<file path="src/rtl/pmt_defs.vh">
`ifndef PMT_DEFS_VH
`define PMT_DEFS_VH

// ============================================================
// Register byte offsets (Wishbone word aligned)
`define PMT_ADDR_W        4
`define PMT_OFS_COUNT     4'h0
`define PMT_OFS_PERIOD    4'h4
`define PMT_OFS_CTRL      4'h8
`define PMT_OFS_STATUS    4'hc

// ============================================================
// Reset values
`define PMT_RST_COUNT     8'h00
`define PMT_RST_PERIOD    8'hff
`define PMT_RST_CTRL      7'h00
`define PMT_ZERO8         8'h00
`define PMT_ZERO32        32'h0000_0000
`define PMT_RST_ICLK      2'b00

// ============================================================
// Control register fields
`define PMT_CTRL_W        7
`define PMT_RUN_BIT       2
`define PMT_PRE_LSB       0
`define PMT_PRE_MSB       1
`define PMT_POST_LSB      3
`define PMT_POST_MSB      6

// ============================================================
// Prescale codes and terminal counts
`define PMT_PRE_DIV1      2'b00
`define PMT_PRE_DIV4      2'b01
`define PMT_PRE_TC1       4'h0
`define PMT_PRE_TC4       4'h3
`define PMT_PRE_TC16      4'hf

// ============================================================
// Instruction clock: system clock divided by four
`define PMT_ICLK_TC       2'b11

// ============================================================
// Status/mask bit
`define PMT_IRQ_BIT       0
`define PMT_MASK_BIT      8
`define PMT_MASK_LANE     1

// ============================================================
// Register indices in the select vector
`define PMT_NREGS         4
`define PMT_IDX_COUNT     0
`define PMT_IDX_PERIOD    1
`define PMT_IDX_CTRL      2
`define PMT_IDX_STATUS    3

`endif

</file>
<file path="src/rtl/pmt_prescaler.v">
`timescale 1ns/1ps
`include "pmt_defs.vh"

module pmt_prescaler (
    // Clock and synchronous clear
    input  wire       clk_i,
    input  wire       rst_i,
    input  wire       clr_i,
    // Control
    input  wire       tick_i,
    input  wire [1:0] sel_i,
    // Output pulse
    output wire       pulse_o
);

    reg  [3:0] cnt_r;
    reg  [3:0] tc;

    always @* begin
        case (sel_i)
            `PMT_PRE_DIV1: tc = `PMT_PRE_TC1;
            `PMT_PRE_DIV4: tc = `PMT_PRE_TC4;
            default:       tc = `PMT_PRE_TC16;
        endcase
    end

    assign pulse_o = tick_i && (cnt_r == tc);

    always @(posedge clk_i) begin
        if (rst_i || clr_i) begin
            cnt_r <= `PMT_PRE_TC1;
        end else if (pulse_o) begin
            cnt_r <= `PMT_PRE_TC1;
        end else if (tick_i) begin
            cnt_r <= cnt_r + 4'h1;
        end
    end

endmodule // pmt_prescaler

</file>
<file path="src/rtl/pmt_postscaler.v">
`timescale 1ns/1ps
`include "pmt_defs.vh"

module pmt_postscaler (
    // Clock and synchronous clear
    input  wire       clk_i,
    input  wire       rst_i,
    input  wire       clr_i,
    // Match input and ratio
    input  wire       match_i,
    input  wire [3:0] sel_i,
    // Output pulse
    output wire       pulse_o
);

    reg  [3:0] cnt_r;

    // Ratio is field value plus one
    assign pulse_o = match_i && (cnt_r == sel_i);

    always @(posedge clk_i) begin
        if (rst_i || clr_i) begin
            cnt_r <= 4'h0;
        end else if (pulse_o) begin
            cnt_r <= 4'h0;
        end else if (match_i) begin
            cnt_r <= cnt_r + 4'h1;
        end
    end

endmodule // pmt_postscaler

</file>
<file path="src/rtl/pmt_timer.v">
// Design decisions made here: the address map and register access over Wishbone.
`timescale 1ns/1ps
`include "pmt_defs.vh"

// Notes on behaviour
// - Separate 8-bit count and period registers
// - Counts from instruction clock, clock divided four
// - Prescaler divides by 1, 4 or 16
// - Count up from zero until period match
// - Match loads zero on next increment
// - Each match advances 1..16 postscaler
// - Postscaler output sets interrupt flag
// - Count and period readable, writable anytime
// - Reset: count zero, period all ones
// - Runs only while run enable set
// - Control fields select pre and post ratios
// - Count/control writes and reset clear pre/postscalers
// - Control write keeps count value
module pmt_timer (
    // Clock and reset
    input  wire        clk_i,
    input  wire        rst_i,
    // Wishbone classic slave
    input  wire        wb_cyc_i,
    input  wire        wb_stb_i,
    input  wire        wb_we_i,
    input  wire [3:0]  wb_adr_i,
    input  wire [3:0]  wb_sel_i,
    input  wire [31:0] wb_dat_i,
    output reg  [31:0] wb_dat_o,
    output reg         wb_ack_o,
    output wire        wb_err_o,
    // Interrupt
    output wire        irq_o
);

    // ============================================================
    // Registers
    reg  [7:0]             timer_count_r;
    reg  [7:0]             timer_period_r;
    reg  [`PMT_CTRL_W-1:0] timer_control_reg_r;
    reg                    period_match_irq_flag_r;
    reg                    irq_mask_r;
    reg  [1:0]             iclk_div_r;

    wire                   timer_run_enable;
    wire [1:0]             prescale_select;
    wire [3:0]             postscale_select;

    assign timer_run_enable = timer_control_reg_r[`PMT_RUN_BIT];
    assign prescale_select  =
        timer_control_reg_r[`PMT_PRE_MSB:`PMT_PRE_LSB];
    assign postscale_select =
        timer_control_reg_r[`PMT_POST_MSB:`PMT_POST_LSB];

    // ============================================================
    // Bus decode
    function is_reg;
        input [3:0] adr;
        input [3:0] ofs;
        begin
            is_reg = (adr == ofs);
        end
    endfunction

    // Offset of each register, by its place in reg_hit
    function [3:0] reg_ofs;
        input integer idx;
        begin
            case (idx)
                `PMT_IDX_COUNT:  reg_ofs = `PMT_OFS_COUNT;
                `PMT_IDX_PERIOD: reg_ofs = `PMT_OFS_PERIOD;
                `PMT_IDX_CTRL:   reg_ofs = `PMT_OFS_CTRL;
                default:         reg_ofs = `PMT_OFS_STATUS;
            endcase
        end
    endfunction

    wire [`PMT_NREGS-1:0] reg_hit;
    wire bus_req;
    wire bus_wr;
    wire wr_lane0;
    wire mapped;
    wire wr_count;
    wire wr_period;
    wire wr_ctrl;
    wire wr_status;
    wire wr_mask;

    // Single-cycle answer; ack gap prevents a double take
    assign bus_req   = wb_cyc_i && wb_stb_i && !wb_ack_o;
    assign bus_wr    = bus_req && wb_we_i;
    assign wr_lane0  = bus_wr && wb_sel_i[0];
    genvar g;
    generate
        for (g = 0; g < `PMT_NREGS; g = g + 1) begin : g_hit
            assign reg_hit[g] = is_reg(wb_adr_i, reg_ofs(g));
        end
    endgenerate

    assign mapped    = |reg_hit;
    assign wr_count  = wr_lane0 && reg_hit[`PMT_IDX_COUNT];
    assign wr_period = wr_lane0 && reg_hit[`PMT_IDX_PERIOD];
    assign wr_ctrl   = wr_lane0 && reg_hit[`PMT_IDX_CTRL];
    // Status: byte 0 is the flag (W1C), byte 1 holds the mask
    assign wr_status = wr_lane0 && reg_hit[`PMT_IDX_STATUS];
    assign wr_mask   = bus_wr && wb_sel_i[`PMT_MASK_LANE]
                    && reg_hit[`PMT_IDX_STATUS];
    assign wb_err_o  = 1'b0;

    // ============================================================
    // Read data
    reg  [31:0] rd_word;

    // Unmapped offsets and unused bits read as zero
    always @* begin
        rd_word = `PMT_ZERO32;
        if (reg_hit[`PMT_IDX_COUNT])
            rd_word[7:0] = timer_count_r;
        else if (reg_hit[`PMT_IDX_PERIOD])
            rd_word[7:0] = timer_period_r;
        else if (reg_hit[`PMT_IDX_CTRL])
            rd_word[`PMT_CTRL_W-1:0] = timer_control_reg_r;
        else if (mapped) begin
            rd_word[`PMT_IRQ_BIT]  = period_match_irq_flag_r;
            rd_word[`PMT_MASK_BIT] = irq_mask_r;
        end
    end

    // ============================================================
    // Bus response
    reg         wb_ack_nxt;
    reg  [31:0] wb_dat_nxt;

    // Read data holds until the next read is taken
    always @* begin
        wb_ack_nxt = bus_req;
        wb_dat_nxt = wb_dat_o;
        if (bus_req && !wb_we_i)
            wb_dat_nxt = rd_word;
    end

    always @(posedge clk_i) begin
        if (rst_i) begin
            wb_ack_o <= 1'b0;
            wb_dat_o <= `PMT_ZERO32;
        end else begin
            wb_ack_o <= wb_ack_nxt;
            wb_dat_o <= wb_dat_nxt;
        end
    end

    // ============================================================
    // Instruction clock enable: one tick per four clocks
    reg  [1:0] iclk_div_nxt;
    wire       iclk_tick;

    assign iclk_tick = (iclk_div_r == `PMT_ICLK_TC);

    // Free running: a restart may land anywhere within a tick
    always @* begin
        iclk_div_nxt = iclk_div_r + 2'b01;
    end

    always @(posedge clk_i) begin
        if (rst_i)
            iclk_div_r <= `PMT_RST_ICLK;
        else
            iclk_div_r <= iclk_div_nxt;
    end

    // ============================================================
    // Prescaler and postscaler
    wire scaler_clr;
    wire pre_pulse;
    wire match;
    wire post_pulse;

    assign scaler_clr = wr_count || wr_ctrl;
    // Stopped timer holds prescaler as well
    wire run_tick;
    assign run_tick = iclk_tick && timer_run_enable;

    pmt_prescaler u_pre (
        .clk_i   (clk_i),
        .rst_i   (rst_i),
        .clr_i   (scaler_clr),
        .tick_i  (run_tick),
        .sel_i   (prescale_select),
        .pulse_o (pre_pulse)
    );

    // Match counted on the wrapping increment
    wire period_hit;
    assign period_hit = (timer_count_r == timer_period_r);
    assign match      = pre_pulse && period_hit;

    pmt_postscaler u_post (
        .clk_i   (clk_i),
        .rst_i   (rst_i),
        .clr_i   (scaler_clr),
        .match_i (match),
        .sel_i   (postscale_select),
        .pulse_o (post_pulse)
    );

    // ============================================================
    // Counter and period
    reg  [7:0] timer_count_nxt;
    reg  [7:0] timer_period_nxt;
    wire [7:0] count_inc;

    assign count_inc = timer_count_r + 8'h01;

    // Count write beats a match in the same cycle
    always @* begin
        timer_count_nxt = timer_count_r;
        if (wr_count)
            timer_count_nxt = wb_dat_i[7:0];
        else if (match)
            timer_count_nxt = `PMT_ZERO8;
        else if (pre_pulse)
            timer_count_nxt = count_inc;
    end

    always @* begin
        timer_period_nxt = timer_period_r;
        if (wr_period)
            timer_period_nxt = wb_dat_i[7:0];
    end

    always @(posedge clk_i) begin
        if (rst_i) begin
            timer_count_r  <= `PMT_RST_COUNT;
            timer_period_r <= `PMT_RST_PERIOD;
        end else begin
            timer_count_r  <= timer_count_nxt;
            timer_period_r <= timer_period_nxt;
        end
    end

    // ============================================================
    // Control
    reg  [`PMT_CTRL_W-1:0] timer_control_reg_nxt;

    // Control write does not touch the count
    always @* begin
        timer_control_reg_nxt = timer_control_reg_r;
        if (wr_ctrl)
            timer_control_reg_nxt = wb_dat_i[`PMT_CTRL_W-1:0];
    end

    always @(posedge clk_i) begin
        if (rst_i)
            timer_control_reg_r <= `PMT_RST_CTRL;
        else
            timer_control_reg_r <= timer_control_reg_nxt;
    end

    // ============================================================
    // Interrupt flag and mask
    reg  period_match_irq_flag_nxt;
    reg  irq_mask_nxt;
    wire flag_clr;

    assign flag_clr = wr_status && wb_dat_i[`PMT_IRQ_BIT];

    // Set beats write-one-to-clear, so no event is lost
    always @* begin
        period_match_irq_flag_nxt = period_match_irq_flag_r;
        if (post_pulse)
            period_match_irq_flag_nxt = 1'b1;
        else if (flag_clr)
            period_match_irq_flag_nxt = 1'b0;
    end

    always @* begin
        irq_mask_nxt = irq_mask_r;
        if (wr_mask)
            irq_mask_nxt = wb_dat_i[`PMT_MASK_BIT];
    end

    always @(posedge clk_i) begin
        if (rst_i) begin
            period_match_irq_flag_r <= 1'b0;
            irq_mask_r              <= 1'b0;
        end else begin
            period_match_irq_flag_r <= period_match_irq_flag_nxt;
            irq_mask_r              <= irq_mask_nxt;
        end
    end

    // Level output: drops as soon as flag or mask clears
    assign irq_o = period_match_irq_flag_r && irq_mask_r;

endmodule // pmt_timer

</file>
<file path="config.mk">
export PLATFORM = sky130hd
export DESIGN_NAME = pmt_timer
export DESIGN_NICKNAME = d
export VERILOG_FILES = /design/src/rtl/pmt_prescaler.v /design/src/rtl/pmt_postscaler.v /design/src/rtl/pmt_timer.v
export VERILOG_INCLUDE_DIRS = /design/src /design/src/rtl
export SDC_FILE = /design/constraint.sdc
export NUM_CORES = 1
export LEC_CHECK = 0
export BUFFER_PORTS_ARGS = -buffer_cell sky130_fd_sc_hd__buf_2
export CAP_MARGIN = 20
export CORE_ASPECT_RATIO = 0.7
export CORE_MARGIN = 8
export CORE_UTILIZATION = 24
export CTS_BUF_LIST = sky130_fd_sc_hd__clkbuf_2 sky130_fd_sc_hd__clkbuf_4 sky130_fd_sc_hd__clkbuf_8
export CTS_CLUSTER_DIAMETER = 50
export CTS_CLUSTER_SIZE = 28
export DETAILED_ROUTE_END_ITERATION = 8
export GPL_ROUTABILITY_DRIVEN = 0
export HOLD_SLACK_MARGIN = 0.08
export PLACE_DENSITY = 0.52
export SLEW_MARGIN = 20
export SYNTH_ARGS = -nofsm -noshare
export SYNTH_HDL_FRONTEND = slang
export SYNTH_SLANG_ARGS = --single-unit
</file>
<file path="constraint.sdc">
create_clock -name clk_i -period 3.7 [get_ports clk_i]
set_clock_uncertainty 0.2 [all_clocks]
set_input_delay 1.11 -clock clk_i [delete_from_list [all_inputs] [get_ports clk_i]]
set_output_delay 1.11 -clock clk_i [all_outputs]
set_load 0.01 [all_outputs]
</file>
==> results of run 1 <==
[registers in the layout (all words and copies together) (netlist names)]
register                 flops
wb_dat_o                     9
timer_count_r                8
irq_mask_r                   1
u_post.cnt_r                 4
u_pre.cnt_r                  4
wb_ack_o                     1
period_match_irq_flag_r      1
iclk_div_r                   2
timer_period_r               8
timer_control_reg_r          7
[cells in the mapped netlist (3+ instances only)]
master,number
sky130_fd_sc_hd__a22oi_1,9
sky130_fd_sc_hd__nor3b_1,3
sky130_fd_sc_hd__a211o_1,8
sky130_fd_sc_hd__mux2i_1,15
sky130_fd_sc_hd__nand2_1,15
sky130_fd_sc_hd__a211oi_1,4
sky130_fd_sc_hd__a21oi_1,16
sky130_fd_sc_hd__and2_1,3
sky130_fd_sc_hd__inv_1,3
sky130_fd_sc_hd__clkbuf_1,11
sky130_fd_sc_hd__xor2_1,13
sky130_fd_sc_hd__buf_4,24
sky130_fd_sc_hd__nor3_1,7
sky130_fd_sc_hd__nor2b_1,13
sky130_fd_sc_hd__ha_1,4
sky130_fd_sc_hd__and3_1,3
sky130_fd_sc_hd__nand3_1,7
sky130_fd_sc_hd__nor2_1,33
sky130_fd_sc_hd__o21ai_0,16
sky130_fd_sc_hd__dfxtp_1,45
sky130_fd_sc_hd__a31oi_1,3
sky130_fd_sc_hd__nand4_1,5
[worst paths after layout]
| path | startpoint | to | cells after the start |
|---|---|---|---|
| setup / recovery | wb_adr_i[2] | timer_count_r[5] | 7 |
| hold / removal | iclk_div_r[0] | iclk_div_r[0] | 1 |
| hold reg to reg | iclk_div_r[0] | iclk_div_r[0] | 1 |
| setup reg to reg | u_pre.cnt_r[2] | u_post.cnt_r[1] | 5 |
[worst reg2reg max path: stages (launching register included)]
cell	delay (ns)
sky130_fd_sc_hd__dfxtp_1	0.38
sky130_fd_sc_hd__nor4b_2	0.34
sky130_fd_sc_hd__o2111ai_1	0.27
sky130_fd_sc_hd__and2_1	0.41
sky130_fd_sc_hd__or4b_1	0.57
sky130_fd_sc_hd__a21oi_1	0.16
[routing by layer]
layer  GRT usage [%]  vias to the layer above  wire length, µm
met1            13.4                     1027             3690
met3            3.24                        3              342
met5               0                        -                0
li1                -                     1082                -
met4            1.50                        0               14
met2            13.5                       43             2800
[through the flow]
step           power (µW)  hold slack (ns)  worst slack [ns]
3_3_place_gp          569            0.209             0.538
2_1_floorplan         562            0.199             0.994
6_report             1010            0.231             0.875
4_1_cts              1020            0.231             0.827
5_1_grt              1050            0.249             0.618
3_5_place_dp          569            0.218             0.509
[cell type report]
type	instances	share of cell area (%)
clock buffers	5	2.38
clock inverters	3	2.25
inverters	3	0.390
multi-input cells	234	51.9
flip-flops and latches	45	31.2
well taps	132	5.72
repair buffers	34	6.15
[power by group through the flow]
stage	Clock [µW]	Sequential, µW	Combinational [µW]
detailed placement	0	501	67.7
global placement	0	501	67.9
global route	480	490	76.9
finish	451	490	68.9
floorplan	0	501	61.3
CTS	462	490	68.0
[cells by family (layout without fill, tap and decap cells)]
kind of cell             after synthesis  in the layout  share of synthesized area, %
adder cells (fa/ha/maj)                4              4                          1.95
AO/OA/AOI/OAI                         70             70                          18.0
flip-flops                            45             45                          35.1
other                                  1             24                         0.146
AND/OR/NAND/NOR                      107            107                          23.8
buffers and inverters                 41             45                          9.89
multiplexers                          16             16                          6.72
XOR/XNOR                              13             13                          4.43
==> run summary, run 1 <==
The run finished with clean final reports. Summed over all nets, the switching power comes to 233 µW. TritonCTS built the clock tree. The routed layout has 2155 vias. The final critical path takes up 76.4% of the cycle. The buffer count from post-CTS setup fixing is 0. The H-tree was split into 2 levels. The clock drives 45 sinks.

The worst setup path is launched from a primary input. The mean cell area of the mapped netlist was 8.65 µm²; the post-layout instance area was 2890 µm². The footprint of the flip-flops and latches is 901 µm², and the accumulated negative setup slack is 0 ns.

Final period demand of the worst path: 2.83 ns. The synthesized netlist occupies a cell area of 2570 µm². The floorplan has 31 rows.

The critical path in this run is classified as primary input to flop. At the worst endpoint, the required time is 3.68 ns. Standard cell with the maximum stage delay on the critical path: sky130_fd_sc_hd__a2111oi_0.

The synthesized design contains 45 register bits. After the flow finishes, the layout carries non-filler instances totaling 456. Transition time of the tightest slew-check pin: 0.832 ns. For this run, the slowest stage of the critical path takes 0.42 ns. The post-place instance area was 2750 µm²; the arrival time at the worst endpoint was 2.81 ns. The overall die height works out to 103 µm. Timing would allow up to 354 MHz. Counting every instance in the synthesized netlist gives 297. The biggest area contributor in the post-synthesis netlist is sky130_fd_sc_hd__dfxtp_1. In the final layout, the multi-input gates occupy 1500 µm². STA classifies the critical path endpoint as a flop. In this run the register-to-register setup slack is 1.30 ns.

The average via count per standard cell works out to 4.73. The first global-routing pass estimated 10800 µm of wire. In this run, post-CTS repair resized a total of 0 instances. The number of buffer and inverter stages on the critical path was 2; the die span in x was 140 µm.

The antenna cell count is 0, and the iteration-0 DRC count of the detailed router is 142. Kind of cell with the highest combined delay on the critical path: compound AO/OA/AOI/OAI gates. The detailed-route wire length is 6840 µm, and the reported leakage power is 0.00123 µW. The run gives 44.0% as the normalized max-slew margin. The logs give 5090 µm for the final HPWL from detailed placement and 27.8% for the final cell utilization of the core. Setup violations remaining at the end of the flow were counted as 0.

The tools report the number of endpoints with negative hold slack in the final report as 0. Via count of the first global-routing pass: 2057. The wire length per cell after detailed routing was 15.0 µm; the first-pass detailed-route iteration total was 4. The overall global routing resource usage came out at 9.41%. The run gives 0.31 ns as the source-to-sink clock delay at the later pin of the worst-skew pair. The area of the core came out at 10400 µm².

In this run, post-CTS hold repair placed 0 buffers. Entering global routing, the biggest net connects 43 pins. The initial utilization of the core area, before any placement, comes to 24.7%.

After filler insertion, the fill cell instance count of the layout stands at 1129. For this design the ratio of total power to cell area is 350 nW/µm². Of the total power, the clock network draws 44.7%. Leaving out fill and tap cells, the most frequent cells in the layout are 45 x sky130_fd_sc_hd__dfxtp_1, 33 x sky130_fd_sc_hd__nor2_1, 30 x sky130_fd_sc_hd__buf_2, 24 x sky130_fd_sc_hd__conb_1.

The portion of the post-synthesis area used by sequential elements was 35.1%. The number of max-capacitance violations reported was 0. TritonCTS created 5 clock buffers. No sink is reached through more buffers than the 2 on the longest clock path.

Setup repair after global routing left no endpoint under its margin. The initial antenna violation count is 0, and the post-detailed-route count of antenna-violating nets is 0. The number of unique standard cell types used by synthesis came out at 50.

In this run the count of I/O pins placed on the die edge is 80. The synthesized design contains 0 enable-type register cells. Along the worst path, the maximum fanout reaches 14.

The library cell used most frequently in the layout, excluding fill and tap cells, is sky130_fd_sc_hd__dfxtp_1. Global routing finished with a remaining overflow of 0. Combinational logic burns 6.8% of the power. Ranked by total cell area, the synthesized netlist is headed by sky130_fd_sc_hd__dfxtp_1 35%, sky130_fd_sc_hd__buf_4 7.0%, sky130_fd_sc_hd__mux2i_1 5.8%, sky130_fd_sc_hd__nor2_1 4.8%, sky130_fd_sc_hd__xor2_1 4.4%. Compared with the post-synthesis result, the final layout area differs by 12.5%.

Clock-pin slew was measured on the worst setup and hold paths at 0.09 ns. In this run switching power makes up 23.1% of total power. At the end of the flow, the number of nets in the layout was 372. The maximum vdd drop was 137 µV; the fraction of registers with async set/reset was 0%. Input and output buffers added on the ports amount to 30. Sequential cells burn 48.5% of the power. Of the cells placed in the final design, the portion with a size suffix greater than 1 is 14.8%. The tree is rooted in a sky130_fd_sc_hd__clkbuf_8. The share of the synthesized area in the top cell type is 35.1%, and the number of placed instances with taps included is 447. The most used flip-flop cell after synthesis is sky130_fd_sc_hd__dfxtp_1. Die area: 14300 µm². Traced cell by cell, the critical path runs through buf_2, nor4bb_1, buf_4, and3b_1, a21o_1, o21ai_0, a2111oi_0.

Cell internal power was estimated by the tool at 777 µW. The final max-slew violation count was 0. The min-delay analysis places its worst path in the category flop to flop. For this run, design rule violations remaining after detail routing come to 0. Yosys printed 0 warnings.
(Power assumes the default switching activity.)
==> inputs of run 2 (changes only) <==
- clock period: 3.7 -> 2.8 ns (I/O delays scaled with it)
==> run 2 against run 1 <==
Net effect:
- register-to-register slack worse by 0.92 ns
- hold slack got worse by 0.0066 ns
- setup slack got worse by 0.49 ns
- core utilization fell by 0.072 points
- final cell count is 1.1% higher
- wire length is 2.0% higher
- critical path depth decreased by 2
- sequential power is 32% higher
- global-route usage increased by 0.28 points
- critical endpoint is now u_post.cnt_r[1]
- largest cell class unchanged
==> run summary, run 2 (synthesized netlist as in run 1, its figures left out) <==
The run gives 0 (unchanged) as the post-detailed-route count of antenna-violating nets. For the antenna cell count, the log shows 0 (unchanged). The area of the core was 10400 µm² (unchanged); the final max-slew violation count was 0 (unchanged). The clock sink count was 45 (unchanged). Arrival time at the worst endpoint: 2.45 ns (-0.36 ns).

The critical path is of the flop to flop type. For the smallest hold slack, the log shows 0.224 ns (-0.00656 ns). The tree is rooted in a sky130_fd_sc_hd__clkbuf_8. Leaving out fill and tap cells, the most frequent cells in the layout are 45 x sky130_fd_sc_hd__dfxtp_1, 33 x sky130_fd_sc_hd__nor2_1, 30 x sky130_fd_sc_hd__buf_2, 24 x sky130_fd_sc_hd__conb_1. In this run the worst setup path begins at u_pre.cnt_r[2]. For the number of endpoints with negative hold slack in the final report, the log shows 0 (unchanged).

The delay of the slowest critical-path stage is 0.58 ns (+0.16 ns). Routing layer with the top usage in global route: met1. The number of setup violations in the final report is 0 (unchanged).

The detailed-route wire length is 6980 µm (+2.0%), and the number of buffers inserted by hold repair at cts is 0 (unchanged). The run gives 0.30 ns (about the same) as the source-to-sink clock delay at the later pin of the worst-skew pair. The die span in x was 140 µm (unchanged); the final cell count without fillers was 461 (+1.1%). The worst register-to-register path begins at u_pre.cnt_r[2].

The tools report the floorplan row count as 31 (unchanged). For the finished layout, the period the worst path requires is 2.42 ns. The accumulated negative setup slack came out at 0 ns (unchanged).

The logs give 146 µV (+6.4%) for the maximum vdd drop and 2800 µm² (+1.6%) for the post-place instance area. Number of max-capacitance violations reported: 0 (unchanged). For this design, the slowest cell found on the critical path is sky130_fd_sc_hd__or4b_1. The run gives 1162 (+2.9%) as the total of fill cells in the finished design. For the global-route track usage on met2, the log shows 13.9% (+0.38 points). Largest register by flop count: wb_dat_o. The global-route congestion overflow total was 0 (unchanged). The die area was 14300 µm² (unchanged); the largest fanout of any net on the critical path was 15 (+1). The met3 track demand over resource in global routing came out at 2.78% (-0.46 points). Met1 usage in global routing: 14.0% (+0.59 points). The number of placed instances with taps included was 453 (+1.3%). Traced cell by cell, the critical path runs through nor4b_2, o2111ai_1, and2_1, or4b_1, a21oi_1. The tools report the first-pass detailed-route iteration total as 4 (unchanged). Average via count per standard cell: 4.78 (+1.1%).

Final HPWL from detailed placement: 5370 µm (+5.5%). The tools report the pin count of the biggest net entering global routing as 24 (-44%). The run gives 414 MHz as the highest clock rate. Classification of the worst-slack hold path: flop to flop. The overall die height was 103 µm (unchanged). Count of boundary I/O pins: 80 (unchanged). The worst-case clock buffer depth is 2 (unchanged), and the post-layout instance area is 2880 µm² (-0.26%). The power density over the cells is 398 nW/µm² (+14%), and the transition time of the tightest slew-check pin is 1.05 ns (+0.214 ns).

The clock slew at the register clock pins of the worst setup and hold paths is 0.08 ns (about the same). The logs give 0 (unchanged) for the post-cts resize count and 29.7% (-14 points) for the normalized max-slew margin. The worst setup path is launched from a flop.

Via total after detailed routing: 2203 (+2.2%). Setup repair after global routing left no endpoint under its margin. The run gives 377 (+1.3%) as the count of nets after finishing. For the initial antenna violation count, the log shows 0 (unchanged). Compared with the post-synthesis result, the final layout area differs by 12.2%. The critical path data required time was 2.84 ns (-0.84 ns); the iteration-0 DRC count of the detailed router was 257 (+81%).

The run gives 24.7% (unchanged) as the initial core utilization. For the reported leakage power, the log shows 0.00123 µW (+0.27%). The tools report the overall global routing resource usage as 9.69% (+0.28 points).

TritonCTS built the clock tree. The share of final-layout standard cells stronger than drive strength 1 is 16.1% (+1.3 points), and the CTS buffer count is 5 (unchanged). The sort of element at the end of the critical path is a flop.

In this run the most critical hold path is launched from iclk_div_r[0]. The first-pass GRT wire length is 11100 µm (+3.0%). The number of I/O port buffers is 30 (unchanged).

The final critical path takes up 86.3% of the cycle. Leaving out fill and tap cells, the most frequent cell in the layout is sky130_fd_sc_hd__dfxtp_1. The run finished with clean final reports. The largest registers in the layout are wb_dat_o x9, timer_count_r x8, timer_period_r x8.

The detailed-route DRC error count is 0 (unchanged), and the wire length per cell after detailed routing is 15.1 µm (+0.87%). For the via count of the first global-routing pass, the log shows 2110 (+2.6%). The number of flip-flops in the largest register works out to 9 (unchanged).

The tools report the final cell utilization of the core as 27.7% (-0.072 points). The run gives 2 (unchanged) as the H-tree depth. The buffer count from post-CTS setup fixing is 0 (unchanged).
==> run 2: stage by stage <==
stage                     worst slack (ns)  total power (µW)
final                                0.384              1150
after global routing                 0.236              1210
after CTS                            0.398              1160
after detailed placement             0.183               756
after global placement               0.217               755
after floorplan                      0.364               743
==> run 2: power by group <==
group	switching (µW)	internal [µW]	leakage, µW
sequential	2.81	644	0.000363
clock	221	183	0.0000484
combinational	64.9	30.8	0.000817
total	289	858	0.00123
==> run 2: area by class of cell <==
class / count / area [µm²] / area share (%)
clock buffers: 6 / 76.3 / 2.65
clock inverters: 2 / 10.0 / 0.347
inverters: 3 / 11.3 / 0.391
multi-input cells: 234 / 1500 / 52.1
flip-flops and latches: 45 / 901 / 31.3
well taps: 132 / 165 / 5.73
repair buffers: 39 / 218 / 7.56
==> run 2: worst max-delay path, delay by kind of cell (launching register included) <==
kind | cells | cell delay, ns
AOI/OAI and AO/OA | 2 | 0.42
and+or+nand+nor | 3 | 1.35
DFF | 1 | 0.37
==> run 2: final timing paths <==
path | end | slack (ns) | cells after the start
setup / recovery | u_post.cnt_r[1] | 0.38 | 5
hold / removal | iclk_div_r[0] | 0.22 | 1
setup reg to reg | u_post.cnt_r[1] | 0.38 | 5
hold reg to reg | iclk_div_r[0] | 0.22 | 1
==> run 2: per-layer routing <==
metal  wire length, µm  share of wire (%)  vias up
met1              3670                 53     1040
li1                  -                  -     1095
met4                45               0.65        0
met2              2830                 41       61
met3               435                6.2        7
met5                 0                  0        -
